File: src/hdl/status_reg_pkg.sv
package status_reg_pkg;
   localparam int DATA_W        = 8;
   localparam int NIBBLE_W      = 4;
   localparam int FILE_ADDR_W   = 7;
   localparam int BANK_ADDR_W   = 9;
   localparam int BIT_SEL_W     = 3;
   localparam int AXI_ADDR_W    = 4;
   localparam int AXI_DATA_W    = 32;
   localparam int AXI_STRB_W    = 4;

   localparam logic [AXI_ADDR_W-1:0] OFF_STATUS = 4'h0;
   localparam logic [AXI_ADDR_W-1:0] OFF_RESULT = 4'h4;
   localparam logic [AXI_ADDR_W-1:0] OFF_BANK   = 4'h8;

   localparam logic [1:0] RESP_OKAY   = 2'h0;
   localparam logic [1:0] RESP_SLVERR = 2'h2;

   localparam int BIT_C   = 0;
   localparam int BIT_DC  = 1;
   localparam int BIT_Z   = 2;
   localparam int BIT_PD  = 3;
   localparam int BIT_TO  = 4;
   localparam int BIT_RP0 = 5;
   localparam int BIT_RP1 = 6;
   localparam int BIT_IRP = 7;

   // Arithmetic flags have no defined reset value; zero is used here
   localparam logic [DATA_W-1:0] STATUS_RESET  = 8'h18;
   localparam logic [DATA_W-1:0] MASK_HW_ONLY  = 8'h18;
   localparam logic [DATA_W-1:0] MASK_BANK     = 8'he0;
   localparam logic [DATA_W-1:0] MASK_ARITH    = 8'h07;
   localparam logic [DATA_W-1:0] MASK_ZERO     = 8'h04;
   localparam logic [DATA_W-1:0] MASK_CARRY    = 8'h01;
   localparam logic [DATA_W-1:0] MASK_NONE     = 8'h00;
   localparam logic [DATA_W-1:0] RESULT_RESET  = 8'h00;

   localparam logic [FILE_ADDR_W-1:0] STATUS_FILE_ADDR = 7'h03;

   typedef enum logic [3:0] {
      OP_ADD  = 4'h0,
      OP_SUB  = 4'h1,
      OP_AND  = 4'h2,
      OP_IOR  = 4'h3,
      OP_XOR  = 4'h4,
      OP_COM  = 4'h5,
      OP_INC  = 4'h6,
      OP_DEC  = 4'h7,
      OP_CLR  = 4'h8,
      OP_MOVF = 4'h9,
      OP_MOVW = 4'ha,
      OP_RRF  = 4'hb,
      OP_RLF  = 4'hc,
      OP_SWAP = 4'hd,
      OP_BCF  = 4'he,
      OP_BSF  = 4'hf
   } alu_op_t;
endpackage

File: src/hdl/alu_if.sv
`timescale 1ns/1ps
interface alu_if;
   import status_reg_pkg::*;
   alu_op_t                op;
   logic [DATA_W-1:0]      a;
   logic [DATA_W-1:0]      b;
   logic                   carry_in;
   logic [BIT_SEL_W-1:0]   bit_sel;
   logic [DATA_W-1:0]      result;
   logic                   c_out;
   logic                   dc_out;
   logic                   z_out;
   logic [DATA_W-1:0]      affect;

   modport core (output op, a, b, carry_in, bit_sel,
                 input  result, c_out, dc_out, z_out, affect);
   modport alu  (input  op, a, b, carry_in, bit_sel,
                 output result, c_out, dc_out, z_out, affect);
endinterface

File: src/hdl/cpu_status_flag_register.sv
`timescale 1ns/1ps
module cpu_status_flag_register
   import status_reg_pkg::*;
(
   input  wire logic                    aclk,
   input  wire logic                    aresetn,
   input  wire logic [AXI_ADDR_W-1:0]   s_axi_awaddr,
   input  wire logic                    s_axi_awvalid,
   output      logic                    s_axi_awready,
   input  wire logic [AXI_DATA_W-1:0]   s_axi_wdata,
   input  wire logic [AXI_STRB_W-1:0]   s_axi_wstrb,
   input  wire logic                    s_axi_wvalid,
   output      logic                    s_axi_wready,
   output      logic [1:0]              s_axi_bresp,
   output      logic                    s_axi_bvalid,
   input  wire logic                    s_axi_bready,
   input  wire logic [AXI_ADDR_W-1:0]   s_axi_araddr,
   input  wire logic                    s_axi_arvalid,
   output      logic                    s_axi_arready,
   output      logic [AXI_DATA_W-1:0]   s_axi_rdata,
   output      logic [1:0]              s_axi_rresp,
   output      logic                    s_axi_rvalid,
   input  wire logic                    s_axi_rready,
   input  wire logic                    ex_valid,
   input  wire alu_op_t                 ex_op,
   input  wire logic [DATA_W-1:0]       ex_w,
   input  wire logic [DATA_W-1:0]       ex_file,
   input  wire logic                    ex_dest_status,
   input  wire logic [BIT_SEL_W-1:0]    ex_bit,
   input  wire logic                    watchdog_timeout_event,
   input  wire logic                    watchdog_clear_instr,
   input  wire logic                    sleep_instr,
   input  wire logic [FILE_ADDR_W-1:0]  dir_file_addr,
   input  wire logic [DATA_W-1:0]       fsr,
   output      logic [DATA_W-1:0]       ex_result,
   output      logic [DATA_W-1:0]       status_out,
   output      logic                    indirect_bank_sel,
   output      logic                    direct_bank_sel_hi,
   output      logic                    direct_bank_sel_lo,
   output      logic                    watchdog_timeout_flag,
   output      logic                    power_down_flag,
   output      logic                    zero_flag,
   output      logic                    digit_carry_flag,
   output      logic                    carry_flag,
   output      logic [BANK_ADDR_W-1:0]  direct_addr,
   output      logic [BANK_ADDR_W-1:0]  indirect_addr,
   output      logic                    status_selected
);
   logic [DATA_W-1:0]       status;
   logic [DATA_W-1:0]       next_status;
   logic [DATA_W-1:0]       result_reg;
   logic [DATA_W-1:0]       bus_status;
   logic [DATA_W-1:0]       exec_status;
   logic [DATA_W-1:0]       flagged_status;
   logic [DATA_W-1:0]       flag_vec;
   logic [DATA_W-1:0]       result_wmask;
   logic [DATA_W-1:0]       flag_wmask;

   logic                    aw_full;
   logic                    w_full;
   logic [AXI_ADDR_W-1:0]   aw_addr;
   logic [AXI_DATA_W-1:0]   w_data;
   logic [AXI_STRB_W-1:0]   w_strb;
   logic                    wr_fire;
   logic                    wr_hit_status;
   logic                    wr_mapped;
   logic                    aw_take;
   logic                    w_take;
   logic                    ar_take;
   logic [AXI_DATA_W-1:0]   rd_word;
   logic                    rd_mapped;

   alu_if alu_bus ();

   flag_alu u_alu (
      .bus (alu_bus.alu)
   );

   // Write channel: address and data are held independently, then committed together
   assign s_axi_awready = !aw_full && !s_axi_bvalid;
   assign s_axi_wready  = !w_full && !s_axi_bvalid;
   assign aw_take       = s_axi_awvalid && s_axi_awready;
   assign w_take        = s_axi_wvalid && s_axi_wready;
   assign wr_fire       = aw_full && w_full && !s_axi_bvalid;
   assign wr_hit_status = wr_fire && (aw_addr == OFF_STATUS) && w_strb[0];
   assign wr_mapped     = (aw_addr == OFF_STATUS) || (aw_addr == OFF_RESULT)
                        || (aw_addr == OFF_BANK);

   always_ff @(posedge aclk) begin
      if (!aresetn) begin
         aw_full      <= 1'b0;
         w_full       <= 1'b0;
         aw_addr      <= '0;
         w_data       <= '0;
         w_strb       <= '0;
         s_axi_bvalid <= 1'b0;
         s_axi_bresp  <= RESP_OKAY;
      end else begin
         if (aw_take) begin
            aw_full <= 1'b1;
            aw_addr <= s_axi_awaddr;
         end else if (wr_fire) begin
            aw_full <= 1'b0;
         end
         if (w_take) begin
            w_full <= 1'b1;
            w_data <= s_axi_wdata;
            w_strb <= s_axi_wstrb;
         end else if (wr_fire) begin
            w_full <= 1'b0;
         end
         if (wr_fire) begin
            s_axi_bvalid <= 1'b1;
            s_axi_bresp  <= wr_mapped ? RESP_OKAY : RESP_SLVERR;
         end else if (s_axi_bready) begin
            s_axi_bvalid <= 1'b0;
         end
      end
   end

   // Read channel: one word per request, answered the cycle after the address
   assign s_axi_arready = !s_axi_rvalid;
   assign ar_take       = s_axi_arvalid && s_axi_arready;
   assign rd_mapped     = (s_axi_araddr == OFF_STATUS) || (s_axi_araddr == OFF_RESULT)
                        || (s_axi_araddr == OFF_BANK);
   assign rd_word = (s_axi_araddr == OFF_STATUS) ? {24'h000000, status} :
                    (s_axi_araddr == OFF_RESULT) ? {24'h000000, result_reg} :
                    (s_axi_araddr == OFF_BANK)   ? {23'h000000, indirect_addr[BANK_ADDR_W-1],
                                                    6'h00, status[BIT_RP1], status[BIT_RP0]} :
                    '0;

   always_ff @(posedge aclk) begin
      if (!aresetn) begin
         s_axi_rvalid <= 1'b0;
         s_axi_rdata  <= '0;
         s_axi_rresp  <= RESP_OKAY;
      end else if (ar_take) begin
         s_axi_rvalid <= 1'b1;
         s_axi_rdata  <= rd_word;
         s_axi_rresp  <= rd_mapped ? RESP_OKAY : RESP_SLVERR;
      end else if (s_axi_rready) begin
         s_axi_rvalid <= 1'b0;
      end
   end

   // A bus write behaves like a move into status; hardware-only flags are kept
   assign bus_status = wr_hit_status ?
                       ((status & MASK_HW_ONLY) | (w_data[DATA_W-1:0] & ~MASK_HW_ONLY)) :
                       status;

   // The instruction sees status as it stands after a same-cycle bus write
   assign alu_bus.op       = ex_op;
   assign alu_bus.a        = ex_w;
   assign alu_bus.b        = ex_dest_status ? bus_status : ex_file;
   assign alu_bus.carry_in = bus_status[BIT_C];
   assign alu_bus.bit_sel  = ex_bit;

   // Clear-file writes only the bank bits and Z, so the carries survive it
   assign result_wmask = (ex_op == OP_CLR) ? MASK_BANK :
                         ~(MASK_HW_ONLY | alu_bus.affect);
   assign flag_wmask   = ex_valid ? alu_bus.affect : MASK_NONE;

   always_comb begin
      flag_vec        = '0;
      flag_vec[BIT_C]  = alu_bus.c_out;
      flag_vec[BIT_DC] = alu_bus.dc_out;
      flag_vec[BIT_Z]  = alu_bus.z_out;
   end

   assign exec_status = (ex_valid && ex_dest_status) ?
                        ((bus_status & ~result_wmask) | (alu_bus.result & result_wmask)) :
                        bus_status;
   assign flagged_status = (exec_status & ~flag_wmask) | (flag_vec & flag_wmask);

   // Device events alone move the time-out and power-down flags; time-out wins
   always_comb begin
      next_status = flagged_status;
      if (watchdog_clear_instr) begin
         next_status[BIT_TO] = 1'b1;
         next_status[BIT_PD] = 1'b1;
      end else if (sleep_instr) begin
         next_status[BIT_TO] = 1'b1;
         next_status[BIT_PD] = 1'b0;
      end
      if (watchdog_timeout_event) begin
         next_status[BIT_TO] = 1'b0;
      end
   end

   always_ff @(posedge aclk) begin
      if (!aresetn) begin
         status     <= STATUS_RESET;
         result_reg <= RESULT_RESET;
      end else begin
         status <= next_status;
         if (ex_valid) begin
            result_reg <= alu_bus.result;
         end
      end
   end

   assign ex_result             = result_reg;
   assign status_out            = status;
   assign indirect_bank_sel     = status[BIT_IRP];
   assign direct_bank_sel_hi    = status[BIT_RP1];
   assign direct_bank_sel_lo    = status[BIT_RP0];
   assign watchdog_timeout_flag = status[BIT_TO];
   assign power_down_flag       = status[BIT_PD];
   assign zero_flag             = status[BIT_Z];
   assign digit_carry_flag      = status[BIT_DC];
   assign carry_flag            = status[BIT_C];

   // Bank bits become the top of the nine-bit data address
   assign direct_addr   = {status[BIT_RP1], status[BIT_RP0], dir_file_addr};
   assign indirect_addr = {status[BIT_IRP], fsr};
   // Status decodes on the in-bank offset only, so every bank sees it
   assign status_selected = (dir_file_addr == STATUS_FILE_ADDR);
endmodule // cpu_status_flag_register

File: src/hdl/flag_alu.sv
`timescale 1ns/1ps
module flag_alu
   import status_reg_pkg::*;
(
   alu_if.alu              bus
);
   logic [DATA_W:0]        add_sum;
   logic [DATA_W:0]        sub_sum;
   logic [NIBBLE_W:0]      add_nib;
   logic [NIBBLE_W:0]      sub_nib;
   logic [DATA_W-1:0]      neg_a;
   logic [DATA_W-1:0]      one_hot_bit;

   assign add_sum = {1'b0, bus.b} + {1'b0, bus.a};
   assign add_nib = {1'b0, bus.b[NIBBLE_W-1:0]} + {1'b0, bus.a[NIBBLE_W-1:0]};
   // b minus a done as b plus the two's complement of a; no borrow leaves carry set
   assign neg_a   = ~bus.a;
   assign sub_sum = {1'b0, bus.b} + {1'b0, neg_a} + {{DATA_W{1'b0}}, 1'b1};
   assign sub_nib = {1'b0, bus.b[NIBBLE_W-1:0]} + {1'b0, neg_a[NIBBLE_W-1:0]}
                  + {{NIBBLE_W{1'b0}}, 1'b1};
   assign one_hot_bit = 8'h01 << bus.bit_sel;

   always_comb begin
      bus.result = bus.b;
      bus.c_out  = bus.carry_in;
      bus.dc_out = 1'b0;
      bus.affect = MASK_NONE;
      case (bus.op)
         OP_ADD: begin
            bus.result = add_sum[DATA_W-1:0];
            bus.c_out  = add_sum[DATA_W];
            bus.dc_out = add_nib[NIBBLE_W];
            bus.affect = MASK_ARITH;
         end
         OP_SUB: begin
            bus.result = sub_sum[DATA_W-1:0];
            bus.c_out  = sub_sum[DATA_W];
            bus.dc_out = sub_nib[NIBBLE_W];
            bus.affect = MASK_ARITH;
         end
         OP_AND: begin
            bus.result = bus.a & bus.b;
            bus.affect = MASK_ZERO;
         end
         OP_IOR: begin
            bus.result = bus.a | bus.b;
            bus.affect = MASK_ZERO;
         end
         OP_XOR: begin
            bus.result = bus.a ^ bus.b;
            bus.affect = MASK_ZERO;
         end
         OP_COM: begin
            bus.result = ~bus.b;
            bus.affect = MASK_ZERO;
         end
         OP_INC: begin
            bus.result = bus.b + 8'h01;
            bus.affect = MASK_ZERO;
         end
         OP_DEC: begin
            bus.result = bus.b - 8'h01;
            bus.affect = MASK_ZERO;
         end
         OP_CLR: begin
            bus.result = 8'h00;
            bus.affect = MASK_ZERO;
         end
         OP_MOVF: begin
            bus.result = bus.b;
            bus.affect = MASK_ZERO;
         end
         OP_MOVW: begin
            bus.result = bus.a;
         end
         OP_RRF: begin
            bus.result = {bus.carry_in, bus.b[DATA_W-1:1]};
            bus.c_out  = bus.b[0];
            bus.affect = MASK_CARRY;
         end
         OP_RLF: begin
            bus.result = {bus.b[DATA_W-2:0], bus.carry_in};
            bus.c_out  = bus.b[DATA_W-1];
            bus.affect = MASK_CARRY;
         end
         OP_SWAP: begin
            bus.result = {bus.b[NIBBLE_W-1:0], bus.b[DATA_W-1:NIBBLE_W]};
         end
         OP_BCF: begin
            bus.result = bus.b & ~one_hot_bit;
         end
         OP_BSF: begin
            bus.result = bus.b | one_hot_bit;
         end
         default: begin
            bus.result = bus.b;
         end
      endcase
      bus.z_out = (bus.result == 8'h00);
   end
endmodule // flag_alu

File: config.mk
export PLATFORM = sky130hd
export DESIGN_NAME = cpu_status_flag_register
export DESIGN_NICKNAME = d
export VERILOG_FILES = /design/src/hdl/status_reg_pkg.sv /design/src/hdl/alu_if.sv /design/src/hdl/cpu_status_flag_register.sv /design/src/hdl/flag_alu.sv
export SDC_FILE = /design/constraint.sdc
export NUM_CORES = 1
export LEC_CHECK = 0
export ABC_CLOCK_PERIOD_IN_PS = 5010
export BUFFER_PORTS_ARGS = -buffer_cell sky130_fd_sc_hd__buf_4
export CORE_UTILIZATION = 51
export CTS_CLUSTER_SIZE = 14
export DETAILED_ROUTE_END_ITERATION = 6
export PLACE_DENSITY = 0.91
export SLEW_MARGIN = 25
export SYNTH_ARGS = -nofsm -noshare
export SYNTH_HDL_FRONTEND = slang
export SYNTH_SLANG_ARGS = --single-unit
File: constraint.sdc
create_clock -name aclk -period 5.01 [get_ports aclk]
set_input_delay 0.501 -clock aclk [delete_from_list [all_inputs] [get_ports aclk]]
set_output_delay 0.501 -clock aclk [all_outputs]
set_load 0.01 [all_outputs]
Word-level counts from Yosys, hierarchy flattened

Cells that the tools add are included.

Register bits: 69
Output and inout bits: 84
Word-level logic and storage cells: 115

Add/sub/neg operators: 8
Eq/ne operators: 20
Shift-type cells: 1
Mux-type cells: 24
Bitwise logic cells: 19
Reduce and logical (&&, ||, !) cells: 30

Operators by type and width:

| kind                                                               | number |
|---|---|
| 8-bit case mux with 16 select lines                                | 1 |
| 8-bit NOT                                                          | 6 |
| 8-bit AND                                                          | 5 |
| 4-bit == test (second input constant)                              | 10 |
| 8-bit two-way mux                                                  | 5 |
| 8-bit OR                                                           | 4 |
| 9-bit two-way mux                                                  | 3 |
| 4-bit by 3-bit == test with 1-bit output (second input constant)   | 6 |
| 8-bit by 8-bit adder with 9-bit output                             | 2 |
| 4-bit zero test                                                    | 3 |
| 4-bit by 4-bit adder with 5-bit output                             | 2 |
| 1-bit logical AND                                                  | 10 |
| 9-bit by 1-bit adder with 9-bit output (second input constant)     | 1 |
| 3-bit case mux with 3 select lines                                 | 1 |
| 8-bit by 1-bit adder with 8-bit output (second input constant)     | 1 |
| 3-bit by 8-bit AND with 8-bit output                               | 1 |
| 4-bit by 2-bit == test with 1-bit output (second input constant)   | 2 |
| 8-bit zero test                                                    | 1 |
| 1-bit two-way mux                                                  | 8 |
| 2-bit two-way mux                                                  | 4 |
| 5-bit by 8-bit OR with 8-bit output                                | 1 |
| 2-bit nonzero test                                                 | 4 |
| 8-bit OR reduction                                                 | 1 |
| 1-bit by 3-bit left shift with 8-bit output (first input constant) | 1 |
| 11 further kinds                                                   | 19 |

Longest topological paths before layout

Gate-level depths: netlist (run 1).

Word-level depth: 17
Depth in mapped cells: 16
Gate-level depth less buffers: 15

By module

Synthesis (run 1) repeated with hierarchy kept, for this count alone.

Cell total of the unflattened synthesis: 601
Area total of the unflattened synthesis: 4,655.7 µm²

Modules (own cells, without submodules):

| module                   | instances | cells each | area an instance (µm²) | seq. area each (µm²) |
|---|---|---|---|---|
| cpu_status_flag_register | 1         | 268        | 2,362.3                | 840.8 |
| flag_alu                 | 1         | 333        | 2,293.4                | 0.0 |

Least setup slack after synthesis (run 1)

OpenSTA, ideal clock, no wires.

Path kind: register to register
Start: register s_axi_bvalid
End: register status[2], in the netlist status_out[2]
Arrival: 3.827 ns
Required time: 4.914 ns
Path slack: 1.088 ns
Cell stages (with the launch flop): 14
Clock period less this slack: 3.922 ns
Path through: dfxtp_1 > nor4b_4 > nand3_1 > a31oi_1 > inv_1 > fa_1 > nor2b_1 > o211a_1 > a211oi_1 > a211oi_1 > a31oi_1 > or4_1 > nand4bb_1 > o41ai_2

Word-level cells in the longest chain between the ends: 14
Elaborated cells between the ends (all ways): 26
Those cells by class: 5 x add/sub; 4 x mux; 12 x bitwise; 5 x reduce/logical

RTL lines:

| element                                | RTL line                        | text |
|---|---|---|
| start, declared                        | cpu_status_flag_register.sv:15  | `output logic s_axi_bvalid,` |
| start signal, assigned                 | cpu_status_flag_register.sv:96  | `s_axi_bvalid <= 1'b0;` |
| start signal, assigned                 | cpu_status_flag_register.sv:113 | `s_axi_bvalid <= 1'b1;` |
| start signal, assigned                 | cpu_status_flag_register.sv:116 | `s_axi_bvalid <= 1'b0;` |
| 1-bit zero test (*)                    | cpu_status_flag_register.sv:84  | `assign wr_fire = aw_full && w_full && !s_axi_bvalid;` |
| 1-bit logical AND (*)                  | cpu_status_flag_register.sv:84  |  |
| 1-bit logical AND (*) (2 in series)    | cpu_status_flag_register.sv:85  | `assign wr_hit_status = wr_fire && (aw_addr == OFF_STATUS) && w_strb[0];` |
| 8-bit two-way mux (*)                  | cpu_status_flag_register.sv:147 | `assign bus_status = wr_hit_status ?` |
| 8-bit two-way mux                      | cpu_status_flag_register.sv:154 | `assign alu_bus.b = ex_dest_status ? bus_status : ex_file;` |
| 8-bit by 8-bit adder with 9-bit output | flag_alu.sv:18                  | `assign sub_sum = {1'b0, bus.b} + {1'b0, neg_a} + {{DATA_W{1'b0}}, 1'b1};` |
| 9-bit by 1-bit adder with 9-bit output | flag_alu.sv:18                  |  |
| 8-bit case mux with 16 select lines    | flag_alu.sv:28                  | `case (bus.op)` |
| 8-bit AND                              | cpu_status_flag_register.sv:171 | `((bus_status & ~result_wmask) \| (alu_bus.result & result_wmask)) :` |
| 8-bit OR                               | cpu_status_flag_register.sv:171 |  |
| 8-bit two-way mux                      | cpu_status_flag_register.sv:170 | `assign exec_status = (ex_valid && ex_dest_status) ?` |
| 8-bit AND                              | cpu_status_flag_register.sv:173 | `assign flagged_status = (exec_status & ~flag_wmask) \| (flag_vec & flag_wmask);` |
| 8-bit OR (*)                           | cpu_status_flag_register.sv:173 |  |
| end signal, assigned                   | cpu_status_flag_register.sv:195 | `status <= next_status;` |
| end, declared                          | cpu_status_flag_register.sv:49  | `logic [DATA_W-1:0] status;` |

Every way passes the cells marked *; elsewhere a longest branch is shown, timed or not.
A chain may end at the register's enable or synchronous reset.

Final worst setup path (run 1)

Start: register aw_full
End: register status[2], in the netlist status_out[2]

Word-level cells in the longest chain between the ends: 14
Elaborated cells between the ends (all ways): 26
Those cells by class: 5 x add/sub; 4 x mux; 12 x bitwise; 5 x reduce/logical

RTL lines:

| element                                | RTL line                        | text |
|---|---|---|
| start, declared                        | cpu_status_flag_register.sv:59  | `logic aw_full;` |
| start signal, assigned                 | cpu_status_flag_register.sv:91  | `aw_full <= 1'b0;` |
| start signal, assigned                 | cpu_status_flag_register.sv:100 | `aw_full <= 1'b1;` |
| start signal, assigned                 | cpu_status_flag_register.sv:103 | `aw_full <= 1'b0;` |
| 1-bit logical AND (*) (2 in series)    | cpu_status_flag_register.sv:84  |  |
| 1-bit logical AND (*) (2 in series)    | cpu_status_flag_register.sv:85  |  |
| 8-bit two-way mux (*)                  | cpu_status_flag_register.sv:147 |  |
| 8-bit two-way mux                      | cpu_status_flag_register.sv:154 |  |
| 8-bit by 8-bit adder with 9-bit output | flag_alu.sv:18                  |  |
| 9-bit by 1-bit adder with 9-bit output | flag_alu.sv:18                  |  |
| 8-bit case mux with 16 select lines    | flag_alu.sv:28                  |  |
| 8-bit AND                              | cpu_status_flag_register.sv:171 |  |
| 8-bit OR                               | cpu_status_flag_register.sv:171 |  |
| 8-bit two-way mux                      | cpu_status_flag_register.sv:170 |  |
| 8-bit AND                              | cpu_status_flag_register.sv:173 |  |
| 8-bit OR (*)                           | cpu_status_flag_register.sv:173 |  |

Marks and branches as above.

==> reports/qor.yml, run 1 <==
status:
  outcome: "complete, but fails checks"
  failed_checks: "design-rule violations"
setup_path:
  timing.critical_path.to_type: "register"
  critPathArrivalTime_ns: 4.62
  worst_ep_required_time_ns: 5.21
  path_max_fanout: 10
  critPathLaunchType: "register"
  criticalPathCategory: "register to register"
global_route:
  met1_usage_pct: 38.2
  wire_length_of_the_first_global_routing_pass_um: 24000
  grt-ovfl-total: 0
  initial_antenna_violation_count: 0
  grt_most_used_layer: "met2"
  first_global_vias: 4675
  largest_net_degree_at_the_start_of_global_routing: 39
  global_route.usage.met2_pct: 53.0
  globalRouteMet3Util_pct: 5.23
  grt_util_all_layers_pct: 30.8
sta:
  max_freq_mhz: 226
  worst_hold_slack_ns: 0.375
  setup_repair_after_global_routing_missed_its_margin: "false"
  finalSetupTns_ns: 0
  final.setup_skew_ns: 0.0104
  max_slew.worst_pin.slew_ns: 0.745
  finalSetupViolCount: 0
  clock_period_minus_worst_slack_ns: 4.42
  fin_crit_sh_pct: 88.3
  final_hold_vios: 0
  final_max_slew_viol_count: 0
  tightest_slew_margin_relative_to_the_limit_pct: 49.0
  setup_slack_ns: 0.587
synthesis:
  yosys_warnings: 0
  ys_top_cells_by_area: "sky130_fd_sc_hd__dfxtp_1 (18%), sky130_fd_sc_hd__buf_4 (8.2%), sky130_fd_sc_hd__mux2i_1 (7.5%), sky130_fd_sc_hd__ha_1 (6.7%), sky130_fd_sc_hd__nor2_1 (5.1%)"
  post_synth.cell_area_avg_um2: 7.56
  synth_top_flop_cell: "sky130_fd_sc_hd__dfxtp_1"
  mappedNetlistArea_um2: 4690
  synth_most_common_cell: "sky130_fd_sc_hd__nor2_1"
  synth.top_cells.by_count: "sky130_fd_sc_hd__nor2_1 (64), sky130_fd_sc_hd__nand2_1 (52), sky130_fd_sc_hd__buf_4 (51)"
  sequential_cell_area_fraction_in_the_yosys_report_pct: 17.9
  synthArstFlopShare_pct: 0
  yosysUniqueCellTypes: 77
  netlist.top_cell.by_area: "sky130_fd_sc_hd__dfxtp_1"
  netlist.area_leader.share_pct: 17.9
  netlist_instances: 620
  ys_ff_latch: 42
  synth-edff-count: 0
pwr:
  ir_worst_vdd_v: 0.000216
  p_leak_nw: 2.38
  design_power_total_mw: 1.08
  power_density_over_the_cells_nw_per_um2: 203
worst_hold_path:
  hold_class: "input port to register"
route:
  post_drt_wl_per_cell_um: 19.2
  detail_route.first_pass.iterations: 7
  drcViolationCount: 16
  route.vias.total: 4977
  drt.antenna.violating_nets: 0
  drt_iter0_drc: 658
  total_wirelength_um: 15000
  viasPerCell: 6.35
floorplan:
  core_area_um2: 8810
  design.die.area_um2: 9570
  chipWidth_um: 97.9
  placementRows: 34
  fp.dieH_um: 97.9
  i_o_pin_count: 178
  floorplan.initialDensity_pct: 53.2
cts:
  number_of_gates_resized_after_cts: 0
  cts-buffers-inserted: 5
  path_clk_slew_ns: 0.08
  tritoncts: "done"
  clock-root-buffer: "sky130_fd_sc_hd__clkbuf_8"
  worst_skew_pair.late_latency_ns: 0.30
  cts_setup_buffers: 0
  htree_num_levels: 2
  clock_sinks: 42
  holdBufCountCts: 0
  clockBufferDepth: 2
finish:
  finish.net_count: 798
  drive_gt1_share_pct: 21.0
  areaGrowthSynthToFinish_pct: 13.3
  fillCellCount: 760
  n_antenna_cell: 0
job:
  max-cap-violations: 0
placed_design:
  dp.final_hpwl_um: 11200
  detailedPlace.worstSlack_ns: 0.736
  gpl.final_weighted_congestion: 1.03
  place.port_buffers: 107
==> cell usage in the layout, fill, tap and decap left out, types with 8 or more instances in the layout <==
cell type,n
sky130_fd_sc_hd__a211oi_1,11
sky130_fd_sc_hd__a21oi_1,37
sky130_fd_sc_hd__a22oi_1,8
sky130_fd_sc_hd__a31oi_1,10
sky130_fd_sc_hd__buf_4,113
sky130_fd_sc_hd__conb_1,25
sky130_fd_sc_hd__dfxtp_1,42
sky130_fd_sc_hd__ha_1,25
sky130_fd_sc_hd__inv_1,26
sky130_fd_sc_hd__mux2i_1,35
sky130_fd_sc_hd__nand2_1,52
sky130_fd_sc_hd__nand2b_1,8
sky130_fd_sc_hd__nand3_1,15
sky130_fd_sc_hd__nand4_1,9
sky130_fd_sc_hd__nor2_1,64
sky130_fd_sc_hd__nor2b_1,10
sky130_fd_sc_hd__nor3_1,18
sky130_fd_sc_hd__o21ai_0,22
sky130_fd_sc_hd__xnor2_1,8
==> layer usage <==
metal | wire, µm | vias up
li1 | - | 2281
met1 | 5880 | 2319
met2 | 7200 | 321
met4 | 541 | 0
met5 | 0 | -
met3 | 1390 | 56
==> power by group <==
group	internal (mW)	total [mW]	leakage, nW	switching [mW]
Clock	0.0936	0.206	0.0438	0.113
Combinational	0.206	0.493	1.99	0.287
Sequential	0.355	0.381	0.345	0.0255
==> stage by stage <==
step,area (µm²),util (%),instances
2_1_floorplan,4780,-,644
3_3_place_gp,5230,59.4,777
3_5_place_dp,5230,59.4,777
4_1_cts,5310,60.3,784
5_1_grt,5310,60.3,784
6_report,5310,60.3,784
==> critical path, stage by stage (launching register included) <==
cell and delay, ns:
sky130_fd_sc_hd__dfxtp_1 0.39, sky130_fd_sc_hd__nor4bb_1 0.47, sky130_fd_sc_hd__buf_4 0.25, sky130_fd_sc_hd__nand3_4 0.10, sky130_fd_sc_hd__a31oi_4 0.49, sky130_fd_sc_hd__ha_1 0.34
sky130_fd_sc_hd__nor2b_1 0.15, sky130_fd_sc_hd__o211a_1 0.23, sky130_fd_sc_hd__o41ai_1 0.37, sky130_fd_sc_hd__mux2i_1 0.29, sky130_fd_sc_hd__nand4_1 0.18, sky130_fd_sc_hd__o32ai_1 0.61
sky130_fd_sc_hd__nand4bb_1 0.20, sky130_fd_sc_hd__o41ai_2 0.25
==> flip-flops by register name, indices dropped and copies added, names as in the netlist <==
| register | flops |
|---|---|
| s_axi_rdata | 9 |
| ex_result | 8 |
| status_out | 8 |
| w_data | 6 |
| aw_addr | 4 |
| aw_full | 1 |
| s_axi_bresp | 1 |
| s_axi_bvalid | 1 |
| s_axi_rresp | 1 |
| s_axi_rvalid | 1 |
| w_full | 1 |
| w_strb | 1 |
==> logic make-up (layout without fill, tap and decap cells) <==
kind of cell / after synthesis / count (layout) / synth area share, %
adder cells (fa/ha/maj): 28 / 28 / 7.96
flip-flops: 42 / 42 / 17.9
other: 1 / 25 / 0.0800
AND/OR/NAND/NOR: 221 / 221 / 24.2
XOR/XNOR: 12 / 12 / 2.54
multiplexers: 41 / 41 / 8.92
AO/OA/AOI/OAI: 160 / 160 / 25.0
buffers and inverters: 115 / 147 / 13.4
==> layout make-up <==
class | instances | area, µm² | share of cell area [%]
sequential | 42 | 841 | 15.8
multi-input combinational | 487 | 3310 | 62.3
tap | 108 | 135 | 2.54
inverter | 27 | 101 | 1.91
clock buffer | 5 | 68.8 | 1.30
clock inverter | 2 | 10.0 | 0.189
timing repair buffer | 113 | 848 | 16.0
==> final timing paths <==
check        cells past startpoint             end            from  slack, ns
min reg2reg                      2  s_axi_rresp[1]  s_axi_rresp[1]       0.49
min                              2    s_axi_rvalid    s_axi_rready       0.38
max reg2reg                     13   status_out[2]         aw_full       0.59
max                             13   status_out[2]         aw_full       0.59
(Power assumes the default switching activity.)
==> run 2, diff against run 1 <==
--- a/config.mk
+++ b/config.mk
@@ -14,4 +14,5 @@
 export SLEW_MARGIN = 25
 export SYNTH_ARGS = -nofsm -noshare
 export SYNTH_HDL_FRONTEND = slang
+export SYNTH_HIERARCHICAL = 1
 export SYNTH_SLANG_ARGS = --single-unit
==> reports/qor.yml, run 2 <==
cts:
  number_of_gates_resized_after_cts: 0  # unchanged
  clock_sinks: 42  # unchanged
  worst_skew_pair.late_latency_ns: 0.31  # about the same
  holdBufCountCts: 0  # unchanged
  clock-root-buffer: "sky130_fd_sc_hd__clkbuf_8"
  cts-buffers-inserted: 5  # unchanged
  tritoncts: "done"
  htree_num_levels: 2  # unchanged
  cts_setup_buffers: 0  # unchanged
  path_clk_slew_ns: 0.08  # about the same
  clockBufferDepth: 2  # unchanged
setup_path:
  path_max_fanout: 13  # +3
  path_common_cell: "sky130_fd_sc_hd__a211oi_1"
  critPathLaunchType: "register"
  criticalPathCategory: "register to register"
  critPathArrivalTime_ns: 4.90  # +0.28 ns
  worst_ep_required_time_ns: 5.18  # -0.03 ns
  cp_cell_sequence: "or3b_1, or4_1, mux2i_1, a21oi_1, buf_4, and3_1, nand4_1, o31a_1, o311ai_0, a211oi_1, a211oi_1, nor4_2, a32oi_1, o22ai_1"
  timing.critical_path.to_type: "register"
  critPathMaxStageDelay_ns: 0.64  # +0.03 ns
  critical-path-slowest-cell: "sky130_fd_sc_hd__o311ai_0"
global_route:
  initial_antenna_violation_count: 0  # unchanged
  wire_length_of_the_first_global_routing_pass_um: 22200  # -7.5%
  grt_util_all_layers_pct: 28.5  # -2.2 points
  largest_net_degree_at_the_start_of_global_routing: 47  # +21%
  first_global_vias: 4390  # -6.1%
  grt-ovfl-total: 0  # unchanged
route:
  drt.antenna.violating_nets: 0  # unchanged
  highest-signal-layer: "met4"
  met3_wirelength_um: 1480  # +6.5%
  route.vias.total: 4719  # -5.2%
  total_wirelength_um: 14200  # -5.4%
  drt_iter0_drc: 598  # -9.1%
  routed_length_on_met1_um: 5480  # -6.7%
  detail_route.first_pass.iterations: 7  # unchanged
  drcViolationCount: 0  # -16
  dr_wl_met2_um: 6850  # -4.9%
  viasPerCell: 6.25  # -1.5%
  post_drt_wl_per_cell_um: 18.8  # -1.8%
finish:
  final_cell_mix: "sky130_fd_sc_hd__buf_4 (111), sky130_fd_sc_hd__nor2_1 (52), sky130_fd_sc_hd__mux2i_1 (50), sky130_fd_sc_hd__dfxtp_1 (42), sky130_fd_sc_hd__nand2_1 (37)"
  utilization_pct: 59.3  # -1.0 points
  largest-register: "s_axi_rdata"
  final_cell_count_no_fill: 755  # -3.7%
  n_antenna_cell: 0  # unchanged
  finish.net_count: 759  # -4.9%
  number_of_flip_flops_under_the_largest_register_name: 9  # unchanged
  drive_gt1_share_pct: 22.6  # +1.6 points
  fillCellCount: 757  # -0.39%
  areaGrowthSynthToFinish_pct: 11.6
  final_common_cell: "sky130_fd_sc_hd__buf_4"
sta:
  finalSetupViolCount: 0  # unchanged
  final.setup_skew_ns: 0.00825  # -0.00213 ns
  max_freq_mhz: 211  # -6.5%
  tightest_slew_margin_relative_to_the_limit_pct: 41.5  # -7.6 points
  final_max_slew_viol_count: 0  # unchanged
  final_hold_vios: 0  # unchanged
  max_slew.worst_pin.slew_ns: 0.871  # +0.126 ns
  setup_repair_after_global_routing_missed_its_margin: "false"
  finalSetupTns_ns: 0  # unchanged
  fin_crit_sh_pct: 94.4  # +6.2 points
  setup_slack_ns: 0.278  # -0.309 ns
  clock_period_minus_worst_slack_ns: 4.73  # +0.309 ns
synthesis:
  ys_ff_latch: 42  # unchanged
  netlist.top_cell.by_area: "sky130_fd_sc_hd__dfxtp_1"
  sequential_cell_area_fraction_in_the_yosys_report_pct: 18.1  # +0.12 points
  netlist.area_leader.share_pct: 18.1  # +0.12 points
  yosysUniqueCellTypes: 76  # -1.3%
  mappedNetlistArea_um2: 4660  # -0.64%
  netlist_instances: 601  # -3.1%
  ys_top_cells_by_area: "sky130_fd_sc_hd__dfxtp_1 (18%), sky130_fd_sc_hd__mux2i_1 (11%), sky130_fd_sc_hd__buf_4 (9.5%), sky130_fd_sc_hd__ha_1 (4.6%), sky130_fd_sc_hd__nor2_1 (4.2%)"
  synth.top_cells.by_count: "sky130_fd_sc_hd__buf_4 (59), sky130_fd_sc_hd__nor2_1 (52), sky130_fd_sc_hd__mux2i_1 (50)"
  synthArstFlopShare_pct: 0  # unchanged
  synth-edff-count: 0  # unchanged
  synth_most_common_cell: "sky130_fd_sc_hd__buf_4"
  yosys_warnings: 6  # +6
  post_synth.cell_area_avg_um2: 7.75  # +2.5%
  synth_top_flop_cell: "sky130_fd_sc_hd__dfxtp_1"
floorplan:
  chipWidth_um: 97.5  # -0.31%
  floorplan.initialDensity_pct: 53.1  # -0.084 points
  design.die.area_um2: 9520  # -0.62%
  placementRows: 34  # unchanged
  i_o_pin_count: 178  # unchanged
  core_area_um2: 8760  # -0.48%
  fp.dieH_um: 97.5  # -0.31%
status:
  outcome: "finished, final reports clean"
pwr:
  design_power_total_mw: 1.03  # -4.4%
  p_leak_nw: 2.40  # +0.98%
  power_density_over_the_cells_nw_per_um2: 199  # -2.3%
  ir_worst_vdd_v: 0.000274  # +27%
placed_design:
  place.port_buffers: 107  # unchanged
  detailedPlace.worstSlack_ns: 0.498  # -0.238 ns
  place.detailed.instances: 747  # -3.9%
  dp.final_hpwl_um: 10400  # -7.2%
  gpl.final_weighted_congestion: 0.985  # -4.6%
worst_hold_path:
  hold_class: "input port to register"
job:
  max-cap-violations: 0  # unchanged
==> run 2: changes by cell type in the layout (fill, tap and decap cells not counted), moves of 5 or more <==
cell	previous run	this run
sky130_fd_sc_hd__mux2i_1	35	50
sky130_fd_sc_hd__nand2_1	52	37
sky130_fd_sc_hd__nor2_1	64	52
sky130_fd_sc_hd__ha_1	25	17
sky130_fd_sc_hd__mux2_4	0	7
sky130_fd_sc_hd__nand3_1	15	8
sky130_fd_sc_hd__a31oi_1	10	4
sky130_fd_sc_hd__conb_1	25	30
sky130_fd_sc_hd__nand2b_1	8	13
sky130_fd_sc_hd__nand4_1	9	4
==> run 2: kinds of logic after synthesis <==
family	synth area share [%]
xor+xnor	1.51
fa+ha+maj	5.43
mux	15.2
flops	18.1
simple gates	23.2
other cells	0.161
buf+inv	15.5
compound gates	21.0
==> run 2: layout make-up <==
| cell class | count | area, µm² | share of cell area, % |
|---|---|---|---|
| clock buffer | 5 | 68.8 | 1.32 |
| clock inverter | 3 | 18.8 | 0.361 |
| inverter | 25 | 93.8 | 1.81 |
| multi-input combinational | 461 | 3210 | 61.7 |
| sequential | 42 | 841 | 16.2 |
| tap | 108 | 135 | 2.60 |
| timing repair buffer | 111 | 833 | 16.0 |
==> run 2: per-stage QoR <==
| step | cell area [µm²] | hold WS, ns |
|---|---|---|
| 2_1_floorplan | 4760 | 0.451 |
| 3_3_place_gp | 5100 | 0.455 |
| 3_5_place_dp | 5100 | 0.464 |
| 4_1_cts | 5190 | 0.403 |
| 5_1_grt | 5200 | 0.412 |
| 6_report | 5200 | 0.399 |
==> run 2: power breakdown <==
| part | switching [mW] | total [mW] | internal, mW |
|---|---|---|---|
| sequential | 0.0218 | 0.375 | 0.353 |
| combinational | 0.249 | 0.432 | 0.184 |
| clock | 0.127 | 0.225 | 0.0982 |
| total | 0.397 | 1.03 | 0.635 |
==> run 2: critical path: cells and delay by family (launching register included) <==
kind	cells	cell delay [ns]
simple gates	5	1.46
flops	1	0.33
compound gates	7	2.29
mux	1	0.22
buf+inv	1	0.30
==> run 2: metal layers <==
layer | track usage, % | up-vias
met1 | 36.0 | 2189
li1 | - | 2172
met3 | 5.32 | 47
met2 | 48.1 | 311
met5 | 0 | -
met4 | 10.7 | 0
==> run 2: path summary, 6_finish.rpt <==
check / end / start / slack [ns] / depth (start not counted)
worst min-delay path: status_out[4] / watchdog_timeout_event / 0.40 / 2
worst max-delay path: status_out[2] / aw_addr[3] / 0.28 / 14
worst min register to register: s_axi_rresp[1] / s_axi_rresp[1] / 0.48 / 2
worst max register to register: status_out[2] / aw_addr[3] / 0.28 / 14
==> run 3, diff against run 2 <==
--- a/config.mk
+++ b/config.mk
@@ -10,7 +10,7 @@
 export CORE_UTILIZATION = 51
 export CTS_CLUSTER_SIZE = 14
 export DETAILED_ROUTE_END_ITERATION = 6
-export PLACE_DENSITY = 0.91
+export PLACE_DENSITY_LB_ADDON = 0.12
 export SLEW_MARGIN = 25
 export SYNTH_ARGS = -nofsm -noshare
 export SYNTH_HDL_FRONTEND = slang
==> reports/qor.yml, run 3 (synthesized netlist as in run 2, its figures left out) <==
status:
  outcome: "finished, final reports clean"
global_route:
  first_global_vias: 4157  # -5.3%
  largest_net_degree_at_the_start_of_global_routing: 47  # unchanged
  grt-ovfl-total: 0  # unchanged
  grt_util_all_layers_pct: 27.4  # -1.1 points
  initial_antenna_violation_count: 0  # unchanged
  wire_length_of_the_first_global_routing_pass_um: 21200  # -4.6%
setup_path:
  critPathArrivalTime_ns: 4.83  # -0.07 ns
  path_max_fanout: 6  # -7
  worst_ep_required_time_ns: 5.23  # +0.05 ns
  critPathLaunchType: "register"
  criticalPathCategory: "register to register"
  timing.critical_path.to_type: "register"
route:
  viasPerCell: 5.99  # -4.1%
  post_drt_wl_per_cell_um: 17.8  # -5.2%
  drcViolationCount: 0  # unchanged
  route.vias.total: 4538  # -3.8%
  drt.antenna.violating_nets: 0  # unchanged
  detail_route.first_pass.iterations: 5  # -2
  drt_iter0_drc: 255  # -57%
  total_wirelength_um: 13500  # -5.0%
cts:
  htree_num_levels: 2  # unchanged
  tritoncts: "done"
  path_clk_slew_ns: 0.08  # about the same
  cts-buffers-inserted: 5  # unchanged
  clock-root-buffer: "sky130_fd_sc_hd__clkbuf_8"
  cts_setup_buffers: 0  # unchanged
  clock_sinks: 42  # unchanged
  holdBufCountCts: 0  # unchanged
  worst_skew_pair.late_latency_ns: 0.30  # about the same
  clockBufferDepth: 2  # unchanged
  number_of_gates_resized_after_cts: 0  # unchanged
finish:
  number_of_flip_flops_under_the_largest_register_name: 9  # unchanged
  finish.net_count: 761  # +0.26%
  n_antenna_cell: 0  # unchanged
  final_common_cell: "sky130_fd_sc_hd__buf_4"
  final_cell_mix: "sky130_fd_sc_hd__buf_4 (113), sky130_fd_sc_hd__nor2_1 (52), sky130_fd_sc_hd__mux2i_1 (50), sky130_fd_sc_hd__dfxtp_1 (42), sky130_fd_sc_hd__nand2_1 (37)"
  drive_gt1_share_pct: 22.8  # +0.24 points
  design_area_um2: 5220  # +0.53%
  largest-register: "s_axi_rdata"
  areaGrowthSynthToFinish_pct: 12.2
floorplan:
  placementRows: 34  # unchanged
  chipWidth_um: 97.5  # unchanged
  core_area_um2: 8760  # unchanged
  design.die.area_um2: 9520  # unchanged
  i_o_pin_count: 178  # unchanged
  fp.dieH_um: 97.5  # unchanged
  floorplan.initialDensity_pct: 53.1  # unchanged
sta:
  clock_period_minus_worst_slack_ns: 4.61  # -0.126 ns
  finalSetupTns_ns: 0  # unchanged
  max_slew.worst_pin.slew_ns: 0.997  # +0.126 ns
  final_hold_vios: 0  # unchanged
  final.setup_skew_ns: 0.00646  # -0.00179 ns
  final_max_slew_viol_count: 0  # unchanged
  tightest_slew_margin_relative_to_the_limit_pct: 33.0  # -8.5 points
  finalSetupViolCount: 0  # unchanged
  setup_repair_after_global_routing_missed_its_margin: "false"
  max_freq_mhz: 217  # +2.7%
  fin_crit_sh_pct: 91.9  # -2.5 points
placed_design:
  dp.final_hpwl_um: 10100  # -3.3%
  gpl.final_weighted_congestion: 0.907  # -7.9%
  place.port_buffers: 107  # unchanged
  place_area_um2: 5110  # +0.29%
worst_hold_path:
  hold_class: "input port to register"
pwr:
  ir_worst_vdd_v: 0.000287  # +4.9%
  power_density_over_the_cells_nw_per_um2: 205  # +3.4%
  p_leak_nw: 2.42  # +0.75%
job:
  max-cap-violations: 0  # unchanged
## run 3: cell count changes in the layout (fill, tap and decap cells not counted), sizes merged
cell / before / now
bufinv: 0 / 1
inv: 26 / 25
buf: 111 / 113
## run 3: metal layers
metal	up-vias	part of all wire (%)	track usage [%]
met5	-	0	0
met4	0	3.6	13.8
met3	42	7.4	4.17
met2	216	49	46.3
met1	2112	40	33.8
li1	2168	-	-
## run 3: worst paths after layout
check | start | to | slack [ns] | depth (start not counted)
min | watchdog_timeout_event | status_out[4] | 0.40 | 2
min reg2reg | s_axi_rdata[7] | s_axi_rdata[7] | 0.50 | 2
max reg2reg | aw_addr[3] | status_out[2] | 0.40 | 16
max | aw_addr[3] | status_out[2] | 0.40 | 16
## run 3: area by class of cell
| type | count | area [µm²] |
|---|---|---|
| clock inverters | 3 | 40.0 |
| repair buffers | 113 | 848 |
| inverters | 25 | 93.8 |
| flip-flops and latches | 42 | 841 |
| clock buffers | 5 | 68.8 |
| fillers | 830 | 3540 |
| multi-input cells | 461 | 3200 |
| well taps | 108 | 135 |
## run 3: critical path, stage by stage (launching register included)
cell and delay [ns]:
sky130_fd_sc_hd__dfxtp_1 0.33, sky130_fd_sc_hd__or3b_1 0.35, sky130_fd_sc_hd__or4_1 0.62, sky130_fd_sc_hd__mux2i_1 0.21, sky130_fd_sc_hd__a21oi_1 0.22, sky130_fd_sc_hd__inv_1 0.17
sky130_fd_sc_hd__xnor2_1 0.17, sky130_fd_sc_hd__ha_1 0.24, sky130_fd_sc_hd__or4_1 0.41, sky130_fd_sc_hd__mux2i_1 0.22, sky130_fd_sc_hd__xor2_1 0.13, sky130_fd_sc_hd__a22oi_1 0.19
sky130_fd_sc_hd__a22oi_1 0.17, sky130_fd_sc_hd__or4b_1 0.59, sky130_fd_sc_hd__nor4_2 0.19, sky130_fd_sc_hd__a32oi_1 0.13, sky130_fd_sc_hd__o22ai_1 0.18
## run 3: power breakdown
part | internal [mW] | total, mW | switching (mW)
Sequential | 0.353 | 0.372 | 0.0185
Combinational | 0.187 | 0.434 | 0.246
Clock | 0.147 | 0.268 | 0.121
## run 3: metrics by stage
stage | setup slack [ns] | power [mW] | cells | hold slack, ns | util, %
floorplan | 0.750 | 0.690 | 629 | 0.451 | -
global placement | 0.496 | 0.801 | 749 | 0.463 | 58.4
detailed placement | 0.502 | 0.805 | 749 | 0.481 | 58.4
CTS | 0.447 | 1.07 | 757 | 0.396 | 59.6
global route | 0.211 | 1.13 | 757 | 0.402 | 59.6
finish | 0.404 | 1.07 | 757 | 0.402 | 59.6
